--- config.mk ---
export PLATFORM = sky130hd
export DESIGN_NAME = mbhp_port
export DESIGN_NICKNAME = d
export VERILOG_FILES = /design/src/shared/mbhp_pkg.sv /design/src/mbhp_port.sv
export SDC_FILE = /design/constraint.sdc
export NUM_CORES = 1
export LEC_CHECK = 0
export CAP_MARGIN = 40
export CORE_MARGIN = 2
export CORE_UTILIZATION = 55
export DETAILED_ROUTE_END_ITERATION = 8
export DONT_BUFFER_PORTS = 1
export PLACE_DENSITY_LB_ADDON = 0.2
export SYNTH_ARGS = -nofsm -noshare
export SYNTH_HDL_FRONTEND = slang
export SYNTH_SLANG_ARGS = --single-unit
--- constraint.sdc ---
create_clock -name clk -period 1.53 [get_ports clk]
set_clock_uncertainty 0.05 [all_clocks]
set_input_delay 0.306 -clock clk [delete_from_list [all_inputs] [get_ports clk]]
set_output_delay 0.306 -clock clk [all_outputs]
set_load 0.02 [all_outputs]
--- src/shared/mbhp_pkg.sv ---
package mbhp_pkg;

   // ------------------------------------------------------------
   // Widths and encodings
   // ------------------------------------------------------------
   localparam int BYTE_W  = 8;
   localparam int ADDR_W  = 16;
   localparam int PAGE_W  = 8;
   localparam int SEL_W   = 4;

   localparam logic [PAGE_W-1:0] PAGE_RST  = 8'h00;
   localparam logic [ADDR_W-1:0] ADDR_RST  = 16'h0000;
   localparam logic [1:0]        SYNC_ONES = 2'h3;
   localparam logic [1:0]        SYNC_ZERO = 2'h0;

   // Bus flavour of the host: how the address is latched and whether the upper port is driven on reads.
   typedef enum logic [1:0] {
      MBHP_BUS_MUX,
      MBHP_BUS_NONMUX,
      MBHP_BUS_PAGED,
      MBHP_BUS_BURST
   } mbhp_bus_e;

   typedef enum logic {
      MBHP_WR_STROBE,
      MBHP_WR_DIR
   } mbhp_wr_e;

   typedef enum logic [1:0] {
      MBHP_RD_STROBE,
      MBHP_RD_ECLK,
      MBHP_RD_DSTROBE,
      MBHP_RD_CODE
   } mbhp_rd_e;

   // Terms handed to the decode and user logic arrays.
   typedef struct packed {
      logic [PAGE_W-1:0] page;
      logic [ADDR_W-1:0] addr;
      logic              rd;
      logic              wr;
      logic              code;
      logic              gen_in;
   } mbhp_terms_s;

   // Selects returned by the decode logic array.
   typedef struct packed {
      logic primary;
      logic secondary;
      logic sram;
      logic regs;
   } mbhp_sel_s;

endpackage

--- src/mbhp_port.sv ---
`timescale 1ns/100ps
`default_nettype none
module mbhp_port #(
   parameter int ADDR_W = mbhp_pkg::ADDR_W
) (
   input  wire logic                        clk,
   input  wire logic                        rst_b,
   input  wire logic [mbhp_pkg::BYTE_W-1:0] lower_in,
   output logic      [mbhp_pkg::BYTE_W-1:0] lower_out,
   output logic                             lower_oe_b,
   input  wire logic [mbhp_pkg::BYTE_W-1:0] upper_in,
   output logic      [mbhp_pkg::BYTE_W-1:0] upper_out,
   output logic                             upper_oe_b,
   input  wire logic                        address_strobe_input,
   input  wire logic                        write_control_input,
   input  wire logic                        read_control_input,
   input  wire logic                        code_select_input,
   input  wire mbhp_pkg::mbhp_bus_e         bus_mode,
   input  wire mbhp_pkg::mbhp_wr_e          wr_mode,
   input  wire mbhp_pkg::mbhp_rd_e          rd_mode,
   input  wire logic                        code_fetch_used,
   input  wire logic                        page_load,
   input  wire logic [mbhp_pkg::PAGE_W-1:0] page_value,
   input  wire mbhp_pkg::mbhp_sel_s         array_sel,
   input  wire logic [2*mbhp_pkg::BYTE_W-1:0] read_data,
   input  wire logic                        array_busy,
   output mbhp_pkg::mbhp_terms_s            logic_terms
);

   // ------------------------------------------------------------
   // Pin synchronisers
   // ------------------------------------------------------------
   // Three stages; a level changes only when stages two and three agree.
   logic [2:0] sy_as, sy_wr, sy_rd, sy_cs;
   logic       as_q, wr_q, rd_q, cs_q;
   logic       next_as_q, next_wr_q, next_rd_q, next_cs_q;

   always_comb begin
      next_as_q = (sy_as[1] == sy_as[2]) ? sy_as[2] : as_q;
      next_wr_q = (sy_wr[1] == sy_wr[2]) ? sy_wr[2] : wr_q;
      next_rd_q = (sy_rd[1] == sy_rd[2]) ? sy_rd[2] : rd_q;
      next_cs_q = (sy_cs[1] == sy_cs[2]) ? sy_cs[2] : cs_q;
   end

   always_ff @(posedge clk) begin
      if (!rst_b) begin
         sy_as <= 3'h0;
         sy_wr <= 3'h7;
         sy_rd <= 3'h7;
         sy_cs <= 3'h7;
         as_q  <= 1'b0;
         wr_q  <= 1'b1;
         rd_q  <= 1'b1;
         cs_q  <= 1'b1;
      end else begin
         sy_as <= {sy_as[1:0], address_strobe_input};
         sy_wr <= {sy_wr[1:0], write_control_input};
         sy_rd <= {sy_rd[1:0], read_control_input};
         sy_cs <= {sy_cs[1:0], code_select_input};
         as_q  <= next_as_q;
         wr_q  <= next_wr_q;
         rd_q  <= next_rd_q;
         cs_q  <= next_cs_q;
      end
   end

   // ------------------------------------------------------------
   // Control decoding
   // ------------------------------------------------------------
   logic rd_act, wr_act, code_act;

   // With a direction input the write is qualified by the read pin; an E clock
   // host qualifies on E high, every strobe host on its strobe low.
   always_comb begin
      wr_act = 1'b0;
      unique case (wr_mode)
         mbhp_pkg::MBHP_WR_STROBE: wr_act = !wr_q;
         mbhp_pkg::MBHP_WR_DIR: begin
            if (rd_mode == mbhp_pkg::MBHP_RD_ECLK) begin
               wr_act = !wr_q && rd_q;
            end else begin
               wr_act = !wr_q && !rd_q;
            end
         end
      endcase
      code_act = code_fetch_used && !cs_q;
      rd_act   = 1'b0;
      unique case (rd_mode)
         mbhp_pkg::MBHP_RD_STROBE:  rd_act = !rd_q;
         mbhp_pkg::MBHP_RD_ECLK:    rd_act = rd_q && (wr_mode == mbhp_pkg::MBHP_WR_DIR) && wr_q;
         mbhp_pkg::MBHP_RD_DSTROBE: rd_act = !rd_q && wr_q;
         mbhp_pkg::MBHP_RD_CODE:    rd_act = !rd_q;
      endcase
      if (code_act) begin
         rd_act = 1'b1;
      end
   end

   // ------------------------------------------------------------
   // Address latch and page register
   // ------------------------------------------------------------
   // The multiplexed latch is transparent while the strobe is high, so
   // the address is frozen on the falling edge and held for the cycle.
   logic [ADDR_W-1:0]           addr, next_addr;
   logic [mbhp_pkg::PAGE_W-1:0] page, next_page;

   always_comb begin
      next_addr = addr;
      if (bus_mode == mbhp_pkg::MBHP_BUS_NONMUX) begin
         next_addr = ADDR_W'({upper_in, lower_in});
      end else if (as_q) begin
         next_addr = ADDR_W'({upper_in, lower_in});
      end
      next_page = page;
      if (page_load) begin
         next_page = page_value;
      end
   end

   always_ff @(posedge clk) begin
      if (!rst_b) begin
         addr <= ADDR_W'(mbhp_pkg::ADDR_RST);
         page <= mbhp_pkg::PAGE_RST;
      end else begin
         addr <= next_addr;
         page <= next_page;
      end
   end

   // ------------------------------------------------------------
   // Terms to the logic arrays and read drive
   // ------------------------------------------------------------
   // A busy array still answers reads of the other one: busy gates
   // the drive only when primary and secondary are both selected.
   mbhp_pkg::mbhp_terms_s next_terms;
   logic                  any_sel, drive, next_drive;
   logic [2*mbhp_pkg::BYTE_W-1:0] next_data, data_q;

   always_comb begin
      next_terms.page   = page;
      next_terms.addr   = 16'(addr);
      next_terms.rd     = rd_act;
      next_terms.wr     = wr_act;
      next_terms.code   = code_act;
      next_terms.gen_in = !code_fetch_used && cs_q;
      any_sel = array_sel.primary || array_sel.secondary
             || array_sel.sram || array_sel.regs;
      next_drive = rd_act && any_sel && !as_q;
      next_data  = read_data;
      if (array_busy && array_sel.primary && array_sel.secondary) begin
         next_drive = 1'b0;
      end
   end

   always_ff @(posedge clk) begin
      if (!rst_b) begin
         logic_terms <= '0;
         drive       <= 1'b0;
         data_q      <= 16'h0000;
         lower_oe_b  <= 1'b1;
         upper_oe_b  <= 1'b1;
         lower_out   <= 8'h00;
         upper_out   <= 8'h00;
      end else begin
         logic_terms <= next_terms;
         drive       <= next_drive;
         data_q      <= next_data;
         lower_oe_b  <= !next_drive;
         upper_oe_b  <= !(next_drive && bus_mode != mbhp_pkg::MBHP_BUS_MUX);
         lower_out   <= next_data[mbhp_pkg::BYTE_W-1:0];
         upper_out   <= next_data[2*mbhp_pkg::BYTE_W-1:mbhp_pkg::BYTE_W];
      end
   end
endmodule
`default_nettype wire
==> flow_summary.json, run 1 <==
{
  "fin_crit_sh": 0.744,
  "cp.arrival_ns": 0.78,
  "drt_first_iter_violations": 34,
  "avgSynthCellArea_um2": 11.8,
  "synth.top_cell.area_share": 0.637,
  "total_power_w": 0.00403,
  "synth_top_cell_by_area": "dfxtp_1",
  "cp.depth": 0,
  "num_rows": 25,
  "synth_area_um2": 2700,
  "io_pins": 104,
  "irDropWorstVdd_v": 0.000622,
  "cp_max_fo": 1,
  "hold_path.class": "input port to flip-flop",
  "cap_violations": 0,
  "ys_async_sr_fraction": 0,
  "layout_commonest_cell": "dfxtp_1",
  "leakage_nw": 1.25,
  "gp_congestion": 0.695,
  "syn_inst": 230,
  "wl_um": 4280,
  "drive_gt1_frac": 0.0636,
  "yosys_warnings": 0,
  "fin_hold_ws_ns": 0.0238,
  "grt_max_degree": 76,
  "diodes": 0,
  "clock_latency_ns": 0.33,
  "drc_errors": 0,
  "critical_path_class": "flip-flop to output pin",
  "vias": 1498,
  "grt_pass1_wl_um": 6580,
  "tns_ns": 0,
  "clockBufferDepth": 2,
  "die_w_um": 74.1,
  "start_util": 0.572,
  "cts_tree": "done",
  "hpwl_um": 2930,
  "synth_edf_count": 0,
  "max_freq_mhz": 878,
  "yosys-top-cells-area": "dfxtp_1 (64%), and2_1 (10%), mux2i_1 (8.9%), nor2b_1 (5.6%), nand2b_1 (2.3%)",
  "seq_area_frac_synth": 0.637,
  "area_growth_pct": 9.30,
  "cts_resized": 0,
  "finalSetupViolations": 0,
  "dr.pass1.iters": 4,
  "synth_ff_type": "dfxtp_1",
  "cp-start-kind": "flip-flop",
  "cts_sinks": 86,
  "clkTransAtPathRegs_ns": 0.07,
  "core_um2": 4720,
  "final_nets": 294,
  "worst_slew_margin_rel": 0.707,
  "drv_slew": 0,
  "cp-end-kind": "output pin",
  "grt_pass1_vias": 1453,
  "final_cell_mix": "dfxtp_1 (86), and2_1 (44), mux2i_1 (24), nor2b_1 (24)",
  "rsz0062_at_grt": "false",
  "p_per_area_nw_per_um2": 1360,
  "ant_nets": 0,
  "cts_made_buffers": 9,
  "whs_path_depth": 1,
  "rr_worst_depth": 4,
  "ys_ff_latch": 86,
  "portBuffers": 0,
  "cts_root_buf": "clkbuf_8",
  "viasPerCell": 4.94,
  "synth_nets": 290,
  "die_area_um2": 5490,
  "cts_htree_levels": 3,
  "overflow": 0,
  "yosysUniqueCellTypes": 26,
  "tightest_slew_ns": 0.438,
  "antenna_found_initial": 0,
  "die_h_um": 74.1,
  "period_needed_ns": 1.14,
  "grt_usage": 0.164,
  "fill_cells": 381,
  "finalHoldViolations": 0,
  "outcome": "finished, final reports clean",
  "crit_required_ns": 1.17,
  "wl_per_cell_um": 14.1
}
-- per-layer routing --
layer  routed length, um  vias to the layer above  track usage  part of all wire
met5                   0                        -            0                 0
met4                  76                        0        0.113             0.018
met3                 388                       10       0.0745             0.091
met2                2110                       63        0.261              0.49
met1                1700                      682        0.175              0.40
li1                    -                      743            -                 -
-- state kept, by name (all words and copies together) (netlist names) --
register and count:
lower_out 8, sy_cs 3, upper_out 8, page 8, sy_rd 3, wr_q 1, upper_oe_b 1, sy_as 3
cs_q 1, rd_q 1, addr 16, sy_wr 3, logic_terms 28, as_q 1, lower_oe_b 1
-- metrics by stage --
step	instance area, um2	utilization	cells	setup WS (ns)
floorplan	2700	-	230	0.196
global placement	2750	0.582	287	0.174
detailed placement	2750	0.582	287	0.112
CTS	2960	0.626	303	0.357
global route	2960	0.626	303	0.314
finish	2960	0.626	303	0.391
-- power breakdown --
| part | switching (W) | leakage (nW) | internal [W] |
|---|---|---|---|
| sequential | 0.000100 | 0.706 | 0.00233 |
| clock | 0.000671 | 0.0911 | 0.000770 |
| combinational | 0.0000587 | 0.451 | 0.0000972 |
-- cells in the mapped netlist, types with 2 or more instances --
| cell type | number |
|---|---|
| nor2b_1 | 24 |
| and2_1 | 44 |
| dfxtp_1 | 86 |
| a21oi_1 | 5 |
| clkbuf_1 | 9 |
| ha_1 | 2 |
| mux2i_1 | 24 |
| nor2_1 | 4 |
| nand2b_1 | 10 |
| inv_1 | 3 |
| o21ai_0 | 4 |
-- final timing paths --
kind                                           from               to  slack, ns
worst max-delay path                logic_terms[27]  logic_terms[27]       0.39
worst min-delay path            write_control_input         sy_wr[0]       0.02
worst max register to register                 wr_q   logic_terms[3]       0.40
worst min register to register             sy_rd[0]         sy_rd[1]       0.37
-- cells by family (layout without fill, tap and decap cells) --
kind of cell / Yosys count / in the layout / share of synthesized area
multiplexers: 24 / 24 / 0.0888
adder cells (fa/ha/maj): 2 / 2 / 0.00925
flip-flops: 86 / 86 / 0.637
buffers and inverters: 15 / 21 / 0.0273
XOR/XNOR: 1 / 1 / 0.00324
AND/OR/NAND/NOR: 87 / 87 / 0.197
AO/OA/AOI/OAI: 15 / 15 / 0.0379
-- what timing repair did --
action                                  CTS  global route
setup buffers                             0             0
endpoints found under the hold margin    13             0
endpoints found under the setup margin    0             0
hold buffers                              3             0
-- cell type report --
class / count / area [um2] / share of cell area
clock buffers: 11 / 141 / 0.0478
clock inverters: 2 / 35.0 / 0.0119
inverters: 4 / 15.0 / 0.00508
multi-input cells: 129 / 908 / 0.307
flip-flops and latches: 86 / 1720 / 0.583
well taps: 67 / 83.8 / 0.0284
repair buffers: 4 / 50.0 / 0.0169
(Power assumes the default switching activity.)
==> run 2, diff against run 1 <==
==> constraint.sdc (replaced) <==
create_clock -name clk -period 1.1 [get_ports clk]
set_clock_uncertainty 0.05 [all_clocks]
set_input_delay 0.22 -clock clk [delete_from_list [all_inputs] [get_ports clk]]
set_output_delay 0.22 -clock clk [all_outputs]
set_load 0.02 [all_outputs]
==> flow_summary.json, run 2 (synthesized netlist as in run 1, its figures left out) <==
{
  "slowest_stage": "dfxtp_2",
  "cp_max_fo": 16,
  "gp_congestion": 0.688,
  "postCtsHoldBufs": 21,
  "cp-start-kind": "flip-flop",
  "finalSetupViolations": 3,
  "cts_tree": "done",
  "cp-end-kind": "flip-flop",
  "fill_cells": 358,
  "die_area_um2": 5490,
  "clockBufferDepth": 2,
  "max_flop_register": "logic_terms",
  "period_needed_ns": 1.10,
  "overflow": 0,
  "total_power_w": 0.00599,
  "portBuffers": 0,
  "grt_pass1_wl_um": 7320,
  "irDropWorstVdd_v": 0.00133,
  "ant_nets": 0,
  "cts_htree_levels": 3,
  "vias": 1585,
  "area_growth_pct": 18.7,
  "critical_path_class": "flip-flop to flip-flop",
  "rsz0062_at_grt": "true",
  "dpl_worst_slack_ns": -0.124,
  "violations": "hold timing, setup timing",
  "hold_path.class": "input port to flip-flop",
  "leakage_nw": 1.36,
  "drv_slew": 0,
  "fin_ws_ns": -0.00470,
  "tightest_slew_ns": 0.361,
  "core_um2": 4720,
  "fin_hold_ws_ns": -0.0909,
  "num_rows": 25,
  "post-cts-setup-buffers": 0,
  "cap_violations": 0,
  "clkTransAtPathRegs_ns": 0.08,
  "final_nets": 314,
  "die_h_um": 74.1,
  "worstPathCellList": "a21oi_4, buf_12, mux2i_1, nor2b_1",
  "cts_root_buf": "clkbuf_8",
  "finish.utilization": 0.680,
  "p_per_area_nw_per_um2": 1870,
  "clock_latency_ns": 0.33,
  "drt_first_iter_violations": 61,
  "hpwl_um": 2970,
  "io_pins": 104,
  "outcome": "finished, violations left",
  "drive_gt1_frac": 0.0927,
  "reg_top3": "logic_terms x28, addr x16",
  "wl_per_cell_um": 14.2,
  "layout_commonest_cell": "dfxtp_1",
  "cp.arrival_ns": 1.28,
  "crit_required_ns": 1.27,
  "worst_slew_margin_rel": 0.757,
  "largest_reg_flops": 28,
  "start_util": 0.572,
  "dr.pass1.iters": 4,
  "die_w_um": 74.1,
  "grt_max_degree": 87,
  "grt_usage": 0.183,
  "slowest_delay_ns": 0.35,
  "fin_crit_sh": 1.00,
  "max_freq_mhz": 905,
  "finalHoldViolations": 63,
  "tns_ns": -0.00859,
  "viasPerCell": 4.86,
  "drc_errors": 0,
  "cts_made_buffers": 9,
  "grt_pass1_vias": 1595,
  "wl_um": 4630,
  "rrSetupSlack_ns": -0.005,
  "final_cell_mix": "dfxtp_1 (83), and2_1 (44), mux2i_1 (24), nor2b_1 (24), dlygate4sd3_1 (21)",
  "antenna_found_initial": 0,
  "cts_sinks": 86,
  "diodes": 0
}
-- run 2: stage by stage --
step,hold WS [ns],instance area (um2),cells
final,-0.0909,3210,326
after CTS,-0.109,3200,326
after detailed placement,0.253,2780,289
after global routing,-0.114,3210,326
after global placement,0.247,2780,289
after floorplan,0.258,2720,230
-- run 2: cell type report --
cell class | instances | area, um2 | area share
Tap cell | 67 | 83.8 | 0.0261
Multi-Input combinational cell | 129 | 925 | 0.288
Timing Repair Buffer | 24 | 245 | 0.0764
Clock buffer | 13 | 149 | 0.0464
Sequential cell | 86 | 1730 | 0.537
Inverter | 4 | 15.0 | 0.00468
Clock inverter | 3 | 67.6 | 0.0210
-- run 2: power by group --
group | total, W | leakage (nW) | internal (W) | switching [W]
Clock | 0.00233 | 0.104 | 0.00135 | 0.000990
Combinational | 0.000272 | 0.548 | 0.000182 | 0.0000898
Sequential | 0.00338 | 0.706 | 0.00325 | 0.000137
-- run 2: worst paths after layout --
path              startpoint          to  depth (start not counted)
setup / recovery        as_q    addr[13]                          4
hold / removal         rst_b  lower_oe_b                          1
setup reg to reg        as_q    addr[13]                          4
hold reg to reg     sy_rd[0]    sy_rd[1]                          1
-- run 2: layer usage --
layer / share of wire / global-route usage
met3: 0.069 / 0.0678
met1: 0.39 / 0.190
met5: 0 / 0
met4: 0.029 / 0.119
met2: 0.51 / 0.312
-- run 2: critical path, delay by kind of cell, from the launching register on --
family          cells  cell delay (ns)
flops               1             0.35
mux                 1             0.20
buf+inv             1             0.18
compound gates      1             0.13
simple gates        1             0.06
-- run 2: timing repair --
action                                  CTS  global route
endpoints found under the hold margin    86            70
pin swaps                                 0             0
endpoints found under the setup margin    5            18
resized for setup                         0             3
